`src/csfb_pkg.sv`:
```
package csfb_pkg;
  // register indices on the plain port (word addressed)
  localparam logic [3:0] CSFB_ADDR_DIAG   = 4'h0;
  localparam logic [3:0] CSFB_ADDR_REQ    = 4'h1;
  localparam logic [3:0] CSFB_ADDR_STATE  = 4'h2;
  localparam logic [3:0] CSFB_ADDR_LEDSEL = 4'h3;
  localparam logic [3:0] CSFB_ADDR_HEADIO = 4'h4;
  localparam logic [3:0] CSFB_ADDR_NET    = 4'h5;
  localparam logic [3:0] CSFB_ADDR_CLK0   = 4'h8;
  // diag register bit positions
  localparam int CSFB_B_DIAG   = 0;
  localparam int CSFB_B_SELF   = 1;
  localparam int CSFB_B_COMMON = 2;
  localparam int CSFB_B_INDIV  = 3;
  localparam int CSFB_B_BATL   = 4;
  localparam int CSFB_B_BATV   = 5;
  localparam int CSFB_B_DIP    = 6;
  localparam int CSFB_B_OPER   = 7;
  localparam int CSFB_B_FUSE   = 8;
  localparam int CSFB_B_IOVER  = 9;
  localparam int CSFB_B_ANN    = 10;
  localparam int CSFB_B_CHK    = 11;
  localparam int CSFB_B_FNET   = 12;
  localparam int CSFB_B_CLKERR = 13;
  localparam int CSFB_B_IOOK   = 14;
  // request register bit positions
  localparam int CSFB_B_ERST   = 0;
  localparam int CSFB_B_LEDOFF = 1;
  localparam int CSFB_B_PEN    = 2;
  localparam int CSFB_B_CSET   = 3;
  localparam int CSFB_B_CRD    = 4;
  localparam int CSFB_B_IOCHG  = 5;
  localparam int CSFB_B_STEP0  = 8;
  localparam logic [15:0] CSFB_RST_VAL = 16'h0000;
  // power dip windows
  localparam int CSFB_DIP_AC_NS  = 20000000;
  localparam int CSFB_DIP_DC_NS  = 1000000;
  localparam int CSFB_CLK_NS     = 25;
  localparam int CSFB_DIP_AC_CYC = CSFB_DIP_AC_NS / CSFB_CLK_NS;
  localparam int CSFB_DIP_DC_CYC = CSFB_DIP_DC_NS / CSFB_CLK_NS;

  typedef enum logic [1:0] {
    CSFB_RUN  = 2'b00,
    CSFB_STOP = 2'b01,
    CSFB_PAUSE = 2'b10,
    CSFB_STEP = 2'b11
  } csfb_state_t;

  typedef struct packed {
    logic [3:0]  addr;
    logic [15:0] wdata;
    logic        wr;
    logic        rd;
  } csfb_bus_t;

  typedef struct packed {
    logic self_err;
    logic ann_err;
    logic chk_err;
    logic common_avail;
    logic indiv_avail;
    logic oper_err;
    logic fuse_err;
    logic iover_err;
    logic fnet_err;
  } csfb_err_t;
endpackage : csfb_pkg

```
`src/csfb_flag_bank.sv`:
```
`timescale 1ns/1ps
// Behaviour
// - diag flag sets on any error incl. annunciator/check, stays set
// - self-diag flag sets on errors except annunciator/check, stays set
// - common/individual info flags follow detail availability while diag flag set
// - rising edge of error reset request performs error reset
// - latched battery-low sets on low battery, stays, drives alarm LED
// - live battery-low follows battery state
// - power-dip sets on short supply loss (20ms AC, 1ms DC), cleared only by power-on
// - operation error flag sets on operation error and stays
// - blown fuse flag sets on any blown fuse and stays
// - io verify flag sets on configuration mismatch and stays
// - annunciator flag asserts while any annunciator bit set at execution
// - check detect flag sets on check error and stays
// - step monitor start flags run timers, clearing resets, only with chart program
// - rising led-off command blanks LEDs selected in select word
// - stop, pause, single-step state flags track operating state
// - pause entered on pause contact only if pause enable set
// - clock set rising edge writes valid clock words at the end of the scan following the request (second scan end)
// - clock data error reflects validity of words on set request
// - while clock read set, time copied into clock words as BCD
// - io change flag with head io word; ok flag raised at scan end
// - four net standby flags at init, read/write refresh inhibits per net
// - field network error flag sets on any error and stays
module csfb_flag_bank
  import csfb_pkg::*;
#(
  parameter int STEP_N    = 10,
  parameter int NET_N     = 4,
  parameter int DIP_AC_CYC = CSFB_DIP_AC_CYC,
  parameter int DIP_DC_CYC = CSFB_DIP_DC_CYC
) (
  input  wire logic              i_sys_clk,
  input  wire logic              i_srst,
  input  wire csfb_bus_t         i_bus,
  output logic [15:0]            o_rdata,
  input  wire csfb_err_t         i_err,
  input  wire logic              i_exec_strobe,
  input  wire logic              i_scan_end,
  input  wire logic              i_sfc_present,
  input  wire logic              i_batt_low_pin,
  input  wire logic              i_supply_ok_pin,
  input  wire logic              i_supply_is_dc,
  input  wire logic              i_stop_req,
  input  wire logic              i_step_req,
  input  wire logic              i_pause_contact,
  input  wire logic              i_io_change_allowed,
  input  wire logic [NET_N-1:0]  i_net_standby_cfg,
  input  wire logic [63:0]       i_rtc_time_bcd,
  output logic                   o_error_reset_pulse,
  output logic                   o_batt_alarm_led,
  output logic [15:0]            o_led_blank,
  output logic                   o_rtc_write,
  output logic [63:0]            o_rtc_wdata,
  output logic [STEP_N-1:0]      o_step_timer_run,
  output logic [NET_N-1:0]       o_net_read_inhibit,
  output logic [NET_N-1:0]       o_net_write_inhibit,
  output csfb_state_t            o_state
);

  // pin synchronisers: three stages, a change counts when stages 2 and 3 agree
  logic [2:0] batt_sync_q;
  logic [2:0] sup_sync_q;
  logic       batt_q;
  logic       sup_q;
  always_ff @(posedge i_sys_clk) begin
    if (i_srst) begin
      batt_sync_q <= 3'h0;
      sup_sync_q  <= 3'h7;
      batt_q      <= 1'b0;
      sup_q       <= 1'b1;
    end else begin
      batt_sync_q <= {batt_sync_q[1:0], i_batt_low_pin};
      sup_sync_q  <= {sup_sync_q[1:0], i_supply_ok_pin};
      if (batt_sync_q[1] == batt_sync_q[2]) begin
        batt_q <= batt_sync_q[2];
      end
      if (sup_sync_q[1] == sup_sync_q[2]) begin
        sup_q <= sup_sync_q[2];
      end
    end
  end

  // bus decode
  wire wr_diag   = i_bus.wr && (i_bus.addr == CSFB_ADDR_DIAG);
  wire wr_req    = i_bus.wr && (i_bus.addr == CSFB_ADDR_REQ);
  wire wr_ledsel = i_bus.wr && (i_bus.addr == CSFB_ADDR_LEDSEL);
  wire wr_headio = i_bus.wr && (i_bus.addr == CSFB_ADDR_HEADIO);
  wire wr_net    = i_bus.wr && (i_bus.addr == CSFB_ADDR_NET);
  wire wr_clk    = i_bus.wr && (i_bus.addr[3:2] == CSFB_ADDR_CLK0[3:2]);

  logic [15:0]       req_q;
  logic [15:0]       req_prev_q;
  logic [15:0]       ledsel_q;
  logic [15:0]       headio_q;
  logic [15:0]       clk_words_q [4];
  logic [NET_N-1:0]  rinh_q;
  logic [NET_N-1:0]  winh_q;
  logic [NET_N-1:0]  standby_q;
  logic              init_done_q;
  logic [14:0]       diag_q;
  logic              cset_pend_q;
  logic              cset_arm_q;

  wire erst_rise   = req_q[CSFB_B_ERST] & ~req_prev_q[CSFB_B_ERST];
  wire ledoff_rise = req_q[CSFB_B_LEDOFF] & ~req_prev_q[CSFB_B_LEDOFF];
  wire cset_rise   = req_q[CSFB_B_CSET] & ~req_prev_q[CSFB_B_CSET];

  // only bits that name a request flag take a write; spare bits stay zero
  wire [15:0] req_wmask = (16'h1 << CSFB_B_ERST) | (16'h1 << CSFB_B_LEDOFF) | (16'h1 << CSFB_B_PEN)
                        | (16'h1 << CSFB_B_CSET) | (16'h1 << CSFB_B_CRD) | (16'h1 << CSFB_B_IOCHG)
                        | ~((16'h1 << CSFB_B_STEP0) - 16'h1);

  // clock data validity: every nibble must be a decimal digit
  wire [63:0] clk_flat = {clk_words_q[3], clk_words_q[2], clk_words_q[1], clk_words_q[0]};
  logic [15:0] nib_bad;
  genvar g;
  generate
    for (g = 0; g < 16; g++) begin : g_nib
      assign nib_bad[g] = (clk_flat[g*4 +: 4] > 4'h9);
    end
  endgenerate
  wire clk_data_bad = |nib_bad;

  // power dip: supply lost and back within the window for the fitted supply
  logic [31:0] dip_cnt_q;
  wire [31:0] dip_lim = i_supply_is_dc ? 32'(DIP_DC_CYC) : 32'(DIP_AC_CYC);
  wire dip_event = sup_q && (dip_cnt_q != 32'h0) && (dip_cnt_q <= dip_lim);
  always_ff @(posedge i_sys_clk) begin
    if (i_srst) begin
      dip_cnt_q <= 32'h0;
    end else if (!sup_q) begin
      // saturate so a long outage can never wrap back into the dip window
      dip_cnt_q <= (dip_cnt_q == 32'hFFFFFFFF) ? dip_cnt_q : dip_cnt_q + 32'h1;
    end else begin
      dip_cnt_q <= 32'h0;
    end
  end

  // sticky flags: a new event wins over the error reset in the same cycle
  // error reset spares the latched battery and power-dip flags; only power-on clears those
  wire [14:0] erst_keep = (15'h1 << CSFB_B_BATL) | (15'h1 << CSFB_B_DIP);
  wire        set_diag  = i_err.self_err | i_err.ann_err | i_err.chk_err | i_err.oper_err
                        | i_err.fuse_err | i_err.iover_err | i_err.fnet_err;
  wire        set_self  = i_err.self_err | i_err.oper_err | i_err.fuse_err | i_err.iover_err
                        | i_err.fnet_err;
  wire        set_oper  = i_err.oper_err;
  wire        set_fuse  = i_err.fuse_err;
  wire        set_iover = i_err.iover_err;
  wire        set_chk   = i_err.chk_err;
  wire        set_fnet  = i_err.fnet_err;
  wire        iook_now  = req_q[CSFB_B_IOCHG] & i_io_change_allowed;
  wire [14:0] diag_base = erst_rise ? (diag_q & erst_keep) : diag_q;
  logic [14:0] diag_d;
  always_comb begin
    diag_d = diag_base;
    if (set_diag) diag_d[CSFB_B_DIAG] = 1'b1;
    if (set_self) diag_d[CSFB_B_SELF] = 1'b1;
    diag_d[CSFB_B_COMMON] = diag_d[CSFB_B_DIAG] & i_err.common_avail;
    diag_d[CSFB_B_INDIV]  = diag_d[CSFB_B_DIAG] & i_err.indiv_avail;
    if (batt_q) diag_d[CSFB_B_BATL] = 1'b1;
    diag_d[CSFB_B_BATV] = batt_q;
    if (dip_event) diag_d[CSFB_B_DIP] = 1'b1;
    if (set_oper) diag_d[CSFB_B_OPER] = 1'b1;
    if (set_fuse) diag_d[CSFB_B_FUSE] = 1'b1;
    if (set_iover) diag_d[CSFB_B_IOVER] = 1'b1;
    if (i_exec_strobe) diag_d[CSFB_B_ANN] = i_err.ann_err;
    if (set_chk) diag_d[CSFB_B_CHK] = 1'b1;
    if (set_fnet) diag_d[CSFB_B_FNET] = 1'b1;
    if (cset_rise) diag_d[CSFB_B_CLKERR] = clk_data_bad;
    if (i_scan_end) diag_d[CSFB_B_IOOK] = iook_now;
    if (!req_q[CSFB_B_IOCHG]) diag_d[CSFB_B_IOOK] = 1'b0;
  end

  always_ff @(posedge i_sys_clk) begin
    if (i_srst) begin
      diag_q <= 15'h0;
    end else begin
      diag_q <= diag_d;
    end
  end

  // user-writable request, selection and network registers
  always_ff @(posedge i_sys_clk) begin
    if (i_srst) begin
      req_q      <= CSFB_RST_VAL;
      req_prev_q <= CSFB_RST_VAL;
      ledsel_q   <= CSFB_RST_VAL;
      headio_q   <= CSFB_RST_VAL;
      rinh_q     <= '0;
      winh_q     <= '0;
    end else begin
      req_prev_q <= req_q;
      if (wr_req) req_q <= i_bus.wdata & req_wmask;
      if (wr_ledsel) ledsel_q <= i_bus.wdata;
      if (wr_headio) headio_q <= i_bus.wdata;
      if (wr_net) begin
        rinh_q <= i_bus.wdata[NET_N-1:0];
        winh_q <= i_bus.wdata[2*NET_N-1:NET_N];
      end
    end
  end

  // standby flags are captured once after reset release, at initial processing
  always_ff @(posedge i_sys_clk) begin
    if (i_srst) begin
      standby_q   <= '0;
      init_done_q <= 1'b0;
    end else if (!init_done_q) begin
      standby_q   <= i_net_standby_cfg;
      init_done_q <= 1'b1;
    end
  end

  // clock words: user writes; read request overwrites with live BCD time
  for (g = 0; g < 4; g++) begin : g_clk
    always_ff @(posedge i_sys_clk) begin
      if (i_srst) begin
        clk_words_q[g] <= CSFB_RST_VAL;
      end else if (req_q[CSFB_B_CRD]) begin
        clk_words_q[g] <= i_rtc_time_bcd[g*16 +: 16];
      end else if (wr_clk && (i_bus.addr[1:0] == 2'(g))) begin
        clk_words_q[g] <= i_bus.wdata;
      end
    end
  end

  // clock set waits for the end of the scan following the request
  always_ff @(posedge i_sys_clk) begin
    if (i_srst) begin
      cset_pend_q <= 1'b0;
      cset_arm_q  <= 1'b0;
      o_rtc_write <= 1'b0;
      o_rtc_wdata <= 64'h0;
    end else begin
      o_rtc_write <= 1'b0;
      if (cset_rise && !clk_data_bad) begin
        cset_pend_q <= 1'b1;
        cset_arm_q  <= 1'b0;
      end else if (cset_pend_q && i_scan_end) begin
        // first scan end closes the current scan, the second ends the next one
        if (cset_arm_q) begin
          cset_pend_q <= 1'b0;
          o_rtc_write <= 1'b1;
          o_rtc_wdata <= clk_flat;
        end else begin
          cset_arm_q <= 1'b1;
        end
      end
    end
  end

  // operating state
  csfb_state_t state_q;
  csfb_state_t state_d;
  csfb_state_t free_next;
  // outside pause the request levels decide: stop first, then step, then an enabled pause
  always_comb begin
    if (i_stop_req) free_next = CSFB_STOP;
    else if (i_step_req) free_next = CSFB_STEP;
    else if (i_pause_contact && req_q[CSFB_B_PEN]) free_next = CSFB_PAUSE;
    else free_next = CSFB_RUN;
  end

  always_comb begin
    case (state_q)
      CSFB_RUN:   state_d = free_next;
      CSFB_STOP:  state_d = free_next;
      CSFB_PAUSE: state_d = i_pause_contact ? CSFB_PAUSE : CSFB_RUN;
      CSFB_STEP:  state_d = free_next;
      default:    state_d = CSFB_STOP;
    endcase
  end

  always_ff @(posedge i_sys_clk) begin
    if (i_srst) state_q <= CSFB_STOP;
    else state_q <= state_d;
  end

  // step-start flags beyond the request word read as zero and never start a timer
  logic [STEP_N-1:0] step_req;
  for (g = 0; g < STEP_N; g++) begin : g_step
    if (CSFB_B_STEP0 + g < 16) begin : g_in
      assign step_req[g] = req_q[CSFB_B_STEP0+g];
    end else begin : g_out
      assign step_req[g] = 1'b0;
    end
  end

  // outputs
  always_ff @(posedge i_sys_clk) begin
    if (i_srst) begin
      o_error_reset_pulse <= 1'b0;
      o_batt_alarm_led    <= 1'b0;
      o_led_blank         <= 16'h0;
      o_step_timer_run    <= '0;
      o_net_read_inhibit  <= '0;
      o_net_write_inhibit <= '0;
      o_state             <= CSFB_STOP;
    end else begin
      o_error_reset_pulse <= erst_rise;
      o_batt_alarm_led    <= diag_d[CSFB_B_BATL];
      // blanking persists until the select word is changed and the command re-edged
      if (ledoff_rise) o_led_blank <= ledsel_q;
      o_step_timer_run    <= i_sfc_present ? step_req : '0;
      o_net_read_inhibit  <= rinh_q;
      o_net_write_inhibit <= winh_q;
      o_state             <= state_d;
    end
  end

  // read port, one cycle latency; unmapped reads as zero
  wire [15:0] state_word = {12'h0, standby_q[0], state_q == CSFB_STEP,
                            state_q == CSFB_PAUSE, state_q == CSFB_STOP};
  logic [15:0] rsel;
  always_comb begin
    if (i_bus.addr == CSFB_ADDR_DIAG) rsel = {1'b0, diag_q};
    else if (i_bus.addr == CSFB_ADDR_REQ) rsel = req_q;
    else if (i_bus.addr == CSFB_ADDR_STATE) rsel = state_word;
    else if (i_bus.addr == CSFB_ADDR_LEDSEL) rsel = ledsel_q;
    else if (i_bus.addr == CSFB_ADDR_HEADIO) rsel = headio_q;
    else if (i_bus.addr == CSFB_ADDR_NET) rsel = {4'h0, standby_q, winh_q, rinh_q};
    else if (i_bus.addr[3:2] == CSFB_ADDR_CLK0[3:2]) rsel = clk_words_q[i_bus.addr[1:0]];
    else rsel = 16'h0;
  end

  always_ff @(posedge i_sys_clk) begin
    if (i_srst) begin
      o_rdata <= 16'h0;
    end else if (i_bus.rd) begin
      o_rdata <= rsel;
    end else begin
      // data stand for one cycle only, so a stale word is never taken for a fresh read
      o_rdata <= 16'h0;
    end
  end

  // diag register writes are ignored: all its bits are system-set
  wire unused_ok = wr_diag;

endmodule : csfb_flag_bank

```
`config.mk`:
```
export PLATFORM = sky130hd
export DESIGN_NAME = csfb_flag_bank
export DESIGN_NICKNAME = d
export VERILOG_FILES = /design/src/csfb_pkg.sv /design/src/csfb_flag_bank.sv
export SDC_FILE = /design/constraint.sdc
export NUM_CORES = 1
export LEC_CHECK = 0
export BUFFER_PORTS_ARGS = -buffer_cell sky130_fd_sc_hd__buf_4
export CAP_MARGIN = 20
export CORE_MARGIN = 2
export CORE_UTILIZATION = 35
export CTS_BUF_LIST = sky130_fd_sc_hd__clkbuf_4 sky130_fd_sc_hd__clkbuf_8
export DETAILED_ROUTE_END_ITERATION = 7
export PLACE_DENSITY_LB_ADDON = 0.1
export SKIP_LAST_GASP = 1
export SLEW_MARGIN = 20
export SYNTH_ARGS = -nofsm -noshare
export SYNTH_HDL_FRONTEND = slang
export SYNTH_SLANG_ARGS = --single-unit
```
`constraint.sdc`:
```
create_clock -name i_sys_clk -period 6.3 [get_ports i_sys_clk]
set_clock_uncertainty 0.15 [all_clocks]
set_input_delay 1.26 -clock i_sys_clk [delete_from_list [all_inputs] [get_ports i_sys_clk]]
set_output_delay 1.26 -clock i_sys_clk [all_outputs]
set_load 0.01 [all_outputs]
```
* Word-level counts from Yosys, hierarchy flattened
Memory sizes are Yosys's and may differ from the RTL's. Index checks and enable logic that the tools add are counted.
Storage, ports and cells: register bits 239, ROM bits 0, latch bits 0, output and inout bits 119, bits of input ports 111, word-level logic and storage cells 205, memory bits (writable) 64, memories kept 1
Operators by class: div/mod/pow operators 0, bitwise gates (word level) 32, eq/ne operators 15, shift operators 0, multiplexer cells 60, add/sub/neg operators 1, order comparisons 17, multiply operators 0, reduce and logical (&&, ||, !) cells 41
Memories:
- clk_words_q | depth 4, width 16, read ports 5, clocked after Yosys merged registers in 0, wr ports 4, line csfb_flag_bank.sv:96 | logic [15:0] clk_words_q [4];
Operators by type and width (count):
- 2-to-1 mux 16 bit | 14
- > comparator 4 bit, second input constant | 16
- 2-to-1 mux 1 bit | 38
- adder 32 x 1 -> 32 bit, second input constant | 1
- == test 32 bit, second input constant | 1
- <= comparator 32 x 20 -> 1 bit | 1
- nonzero test 32 bit | 1
- 2-to-1 mux 15 bit | 2
- nonzero test 2 bit | 11
- 2-to-1 mux 20 bit | 1
- bitwise OR 1 bit | 18
- OR reduction 16 bit | 1
- logical AND 1 bit | 14
- == test 2 bit, second input constant | 5
- OR reduction 2 bit | 5
- OR reduction 3 bit | 3
- == test 4 x 2 -> 1 bit, second input constant | 2
- == test 4 x 3 -> 1 bit, second input constant | 2
- 2-to-1 mux 2 bit | 4
- inverter 1 bit | 8
- AND 1 bit | 6
- == test 2 x 1 -> 1 bit, second input constant | 2
- == test 4 x 1 -> 1 bit, second input constant | 1
- zero test 2 bit | 2
- 6 further kinds | 7

* Depth between registers and ports, before layout
Gate-level depths: netlist of the first run.
word-level depth 8, mapped depth 8, depth with buffers taken out 7

* Worst setup path after synthesis of the first run
OpenSTA, ideal clock, no wires.
path type input port to flip-flop, from in i_srst, to mem clk_words_q[0][0] (enable), data arrival time 2913 ps, buffers on the path 2, required time 5775 ps, stages 6, setup slack 2862 ps, setup time 375 ps, path through clkbuf_1 nor2_1 nand3_1 nor3_2 clkbuf_1 nand2b_1
RTL lines:
- from (decl) | line csfb_flag_bank.sv:34 | input wire logic i_srst,
- to (decl) | line csfb_flag_bank.sv:96

==> flow_summary.ini, run 1 <==
[route]
dr.first_iter.drc_count = 1057
dr.pass1.iters = 5
drt-total-wl_microns = 52740
routed_via_density = 5.795
drc = 0
routed-via-count = 12974
ant_nets = 0
wl_per_cell_microns = 23.56

[clock_tree]
ctsRootBufferMaster = clkbuf_8
cts_resized = 0
insertion_delay_ps = 660
post_cts_buffers = 0
cts_tree = built
postCtsHoldBufs = 0
cts.sinks = 299
cts_buffers = 52
htreeDepth = 2
clk_pin_slew_ps = 60
cts_buffer_depth = 3

[global_route]
antenna_found_initial = 4
grt_use_total_pct = 24.72
grt_overflow = 0
grt_max_degree = 100
grt_pass1_wl_microns = 77940
grt_pass1_vias = 12241

[min_path]
hold_class = register to register

[logic_synthesis]
ys_warn_count = 0
netlist_area_sq_um = 14080
synth_top_family_by_area = simple AND/OR/NAND/NOR gates
yosysSeqAreaShare_pct = 47.07
synthMuxAreaShare_pct = 3.839
synth_edf_count = 64
synth_compound_area_share_pct = 18.10
synth.distinct_cells = 67
synth_xor_area_share_pct = 0.7465
synthAdderAreaFrac_pct = 0.7999
async_reset_ff_share_pct = 0
synth-simple-area-share_pct = 24.86
synth_cells = 1525
synth_seq_cells = 299
avgSynthCellArea_sq_um = 9.232
ys.flop_type = dfxtp_1

[critical_path]
worstPathRequired_ps = 6430
reg2reg_from = req_q[4]
worst_path_max_delay_cell = nor3_2
cp.depth = 5
ff2ff_path_depth = 4
worstSetupStartpoint = i_srst
cp_slowest_stage_delay_ps = 800
cp.buffers_inverters = 1
worstPathCellList = buf_6 > nor2_1 > nand3_1 > nor3_2 > nand2b_1
arrival_ps = 3700
crit_path_end_kind = register
crit_type = primary input to register
path_delay_family = simple AND/OR/NAND/NOR gates
reg2reg_setup_slack_ps = 3250
endpoint = clk_words_q[0][14]
path_max_fanout = 47
worstSetupStartpointType = primary input
rr_endpoint = clk_words_q[0][14]

[timing]
drv_slew = 0
finalSetupViolCount = 0
period_share_pct = 56.68
setup_tns_ps = 0
slew_headroom_pct = 31.06
timing.fmax_ghz = 0.2801
min_period_ps = 3571
hold_viol = 0
fin_ws_ps = 2729
worst_pin_slew_ps = 1034
grt_setup_unrepaired = false

[layout]
area.growth.synth_to_final_pct = 21.24
fillers = 3968
drive_gt1_share_pct = 21.72
fin_cells = 2239
nets = 1797

[placed_design]
pre_cts_slack_ps = 2086
place_inst = 2147
gp_congestion = 0.8817
hpwl_microns = 36070
port_buffers = 227

[floorplanning]
io-pin-count = 230
rows = 73
design.die.area_sq_um = 41840
die_width_microns = 204.6
start_util_pct = 35.43
die_h_microns = 204.6
core_sq_um = 39730

[job]
maxCapViolations = 0

[power]
ir_drop_mv = 0.1543
power_density_nw_per_um2 = 245.8
power.leakage_nw = 6.403

[status]
status = complete, no violations
-- synth_stat cells (all sizes together), types with 10 or more instances --
library cell  instances  area [sq um]
and3                 11         68.82
nor2b                29         181.4
nand4                79         521.8
a22o                 67         586.8
nand2               164         615.6
nand3                83         420.4
inv                  16         60.05
a32oi                64         560.5
nor3b                64         480.5
o21ai                53         265.3
mux2i                18         180.2
a21oi               119         595.6
a211oi               10         85.08
nor2                 64         240.2
and2                 12         75.07
nand2b               74         462.9
nor3                 15         90.09
or3                  12         75.07
mux4                 15         337.8
edfxtp               64          1922
dfxtp               235          4705
buf                  27         130.1
clkbuf              117         444.2
-- flip-flops by register name, summed over array words and instances (netlist names), 2 cells and up --
signal / count
o_state: 2
o_led_blank: 16
dip_cnt_q: 32
batt_sync_q: 3
req_q: 14
rinh_q: 4
req_prev_q: 3
o_rtc_wdata: 64
o_rdata: 16
sup_sync_q: 3
headio_q: 16
winh_q: 4
clk_words_q: 64
ledsel_q: 16
o_step_timer_run: 8
diag_q: 15
standby_q: 4
o_net_read_inhibit: 4
o_net_write_inhibit: 4
-- placed cells by master, fill, tap and decap left out, drive strengths merged, types with 9 or more instances in the layout --
master  Yosys  routed
inv        16      18
clkbuf    117      79
nand3      83      83
mux4       15      15
nor2       64      64
clkinv      2       9
and3       11      11
mux2i      18      18
edfxtp     64      64
nand2     164     164
nand2b     74      74
a211oi     10      10
nand4      79      79
buf        27     241
a22oi       9       9
o21ai      53      53
ha          9       9
or3        12      12
and2       12      12
nor3       15      15
nor2b      29      29
a22o       67      67
dfxtp     235     235
nor3b      64      64
a21oi     119     119
a32oi      64      64
-- metrics by stage --
step	instance area (sq um)	hold slack, ps	util (%)	total power [mW]
after floorplan	14080	232.8	-	2.210
after global placement	16000	266.8	40.28	2.380
after detailed placement	16010	263.9	40.29	2.382
after CTS	17060	281.8	42.94	4.234
after global routing	17070	308.0	42.95	4.334
final	17070	274.4	42.96	4.196
-- per-layer routing --
metal  part of all wire [%]  GRT usage (%)  up-vias
li1                       -              -     5980
met1                     44          34.18     6340
met2                     45          36.97      539
met3                    7.6          5.584      115
met4                    3.7          10.56        0
met5                      0              0        -
-- worst min path at each step --
stage / from / to / slack, ps / cells after the start
2_1_floorplan: req_prev_q[0] / o_error_reset_pulse / 230 / 1
3_3_place_gp: sup_sync_q[0] / sup_sync_q[1] / 270 / 1
3_5_place_dp: sup_sync_q[0] / sup_sync_q[1] / 260 / 1
4_1_cts: sup_sync_q[0] / sup_sync_q[1] / 280 / 1
5_1_grt: sup_sync_q[0] / sup_sync_q[1] / 310 / 1
6_report: sup_sync_q[0] / sup_sync_q[1] / 270 / 1
-- power breakdown --
part	switching (mW)	internal, mW
Combinational	0.186	0.118
Clock	0.837	1.01
Sequential	0.0492	1.99
Total	1.07	3.12
-- area by class of cell --
cell class	instances	area, sq um	area share [%]
Antenna cell	1	2.502	0.01466
Clock buffer	79	962.2	5.637
Clock inverter	11	90.09	0.5278
Inverter	18	68.82	0.4032
Multi-Input combinational cell	1065	6849	40.13
Sequential cell	299	6626	38.82
Tap cell	525	656.9	3.848
Timing Repair Buffer	241	1813	10.62
-- logic make-up (layout without fill, tap and decap cells) --
kind of cell | after synthesis | after routing
adders and majority gates | 9 | 9
AOI/OAI and AO/OA | 370 | 370
other | 1 | 3
buffers and inverters | 162 | 349
muxes | 35 | 35
and+or+nand+nor | 637 | 637
xor gates and xnor gates | 12 | 12
DFF | 299 | 299
Power figures use the tool's default switching activity.
==> inputs of run 2 (changes only) <==
clock period = 2.91 ns   (was 6.3 ns; I/O delays follow)
==> run 2 against run 1 <==
Critical path depth up 1. Non-clock buffer count is 43 higher. Largest cell class unchanged. Global-route usage rose by 0.24 points. Design area rose by 3.4%. Die area did not move. Highest routed layer unchanged. Clock-buffer cell count grew 4. Sequential share of layout area fell by 1.3 points. Clock power grew 140%. Via count is 0.55% higher. Combinational power up 130%.
==> flow_summary.ini, run 2 (synthesis gave the netlist of run 1 again) <==
[critical_path]
ff2ff_path_depth = 6
worstSetupStartpoint = clk_words_q[1][2]
rr_endpoint = o_rtc_wdata[45]
worst_path_max_delay_cell = edfxtp_1
cp.depth = 6
reg2reg_setup_slack_ps = 530
path_max_fanout = 78
cp_slowest_stage_delay_ps = 540
path_delay_family = simple AND/OR/NAND/NOR gates
endpoint = o_rtc_wdata[45]
worstSetupStartpointType = register
cp.buffers_inverters = 1
worstPathRequired_ps = 3280
worstPathCellList = o21ai_0 > nand4_1 > nor3_2 > buf_12 > nand2b_1 > nand3_1
crit_path_end_kind = register
reg2reg_from = clk_words_q[1][2]
crit_type = register to register
arrival_ps = 2750

[global_route]
grt_pass1_vias = 12587
grt_use_total_pct = 24.96
grt_overflow = 0
grt_max_degree = 83
grt_pass1_wl_microns = 78720
antenna_found_initial = 2

[route]
routed-via-count = 13046
dr.pass1.iters = 5
routed_via_density = 5.709
drt-total-wl_microns = 53280
wl_met1_microns = 23580
wl_per_cell_microns = 23.32
dr.max_layer_used = met4
met2_length_microns = 24400
route.met3.wl_microns = 3834
ant_nets = 0
dr.first_iter.drc_count = 1075
drc = 0

[layout]
top_regs = clk_words_q x64, o_rtc_wdata x64, dip_cnt_q x32
area.growth.synth_to_final_pct = 25.37
fin_cells = 2285
final_common_cell = buf_4
drive_gt1_share_pct = 23.08
final_core_util_pct = 44.42
final_area_sq_um = 17650
mostFrequentLayoutCells = buf_4, dfxtp_1, nand2_1
nets = 1843

[clock_tree]
cts.sinks = 299
htreeDepth = 2
cts_buffers = 55
ctsRootBufferMaster = clkbuf_8
insertion_delay_ps = 640
cts_buffer_depth = 3
clk_pin_slew_ps = 60
cts_tree = built
post_cts_buffers = 0
cts_resized = 0

[placed_design]
hpwl_microns = 37330
port_buffers = 227
placed_area_sq_um = 16320
gp_congestion = 0.8964
pre_cts_slack_ps = 413.5
place_inst = 2178

[timing]
timing.fmax_ghz = 0.4202
finalSetupViolCount = 0
min_period_ps = 2380
drv_slew = 0
hold_viol = 0
period_share_pct = 81.78
worst_pin_slew_ps = 848.4
slew_headroom_pct = 43.44
grt_setup_unrepaired = false
setup_tns_ps = 0
hold_ws_ps = 38.99
fin_ws_ps = 530.2

[floorplanning]
rows = 73
core_sq_um = 39730
die_h_microns = 204.6
io-pin-count = 230
start_util_pct = 35.43
design.die.area_sq_um = 41840
die_width_microns = 204.6

[power]
power_density_nw_per_um2 = 540.2
power_mw = 9.535
power.leakage_nw = 6.704
ir_drop_mv = 0.3528

[status]
status = complete, no violations

[min_path]
hold_class = primary input to register

[job]
maxCapViolations = 0
[run 2: changes by cell type in the layout (fill, tap and decap cells not counted)]
cell           before  now
clkbuf_8           59   69
clkinv_2            6    5
clkinvlp_4          1    0
nor2_2              1    0
buf_4             240  263
buf_12              0    7
clkinv_1            3    1
inv_6               1    2
dlygate4sd3_1       0   13
clkbuf_4           20   14
bufinv_16           1    3
nor2_1             61   62
[run 2: where the power goes]
group	leakage (nW)	switching [mW]	internal [mW]	total [mW]
logic	3.51	0.405	0.288	0.693
registers	2.56	0.103	4.32	4.42
clock network	0.634	1.86	2.57	4.42
[run 2: layer usage]
metal | global-route usage (%) | vias to the layer above
met3 | 4.948 | 94
met2 | 38.63 | 501
met5 | 0 | -
met4 | 8.851 | 0
li1 | - | 6065
met1 | 34.53 | 6386
[run 2: layout make-up]
type                    count  area, sq um
diodes                      1        2.502
clock buffers              83         1055
clock inverters            10        138.9
fillers                  3853        22080
inverters                  18        68.82
multi-input cells        1065         6847
flip-flops and latches    299         6626
well taps                 525        656.9
repair buffers            284         2256
[run 2: worst min path at each step]
stage / from / slack, ps / depth (start not counted) / end
2_1_floorplan: req_prev_q[0] / 230 / 1 / o_error_reset_pulse
3_3_place_gp: sup_sync_q[0] / 270 / 1 / sup_sync_q[1]
3_5_place_dp: sup_sync_q[0] / 260 / 1 / sup_sync_q[1]
4_1_cts: i_net_standby_cfg[0] / 1 / 3 / standby_q[0]
5_1_grt: i_stop_req / 30 / 3 / o_state[0]
6_report: i_net_standby_cfg[0] / 40 / 3 / standby_q[0]
[run 2: what timing repair did]
action | CTS | global route
endpoints found under the setup margin | 0 | 0
endpoints found under the hold margin | 12 | 0
hold buffers | 13 | 0
[run 2: tightest hold or removal path: cells and delay by family]
family | cells | cell delay, ps
buffers and inverters | 1 | 90
and+or+nand+nor | 1 | 70
muxes | 1 | 60
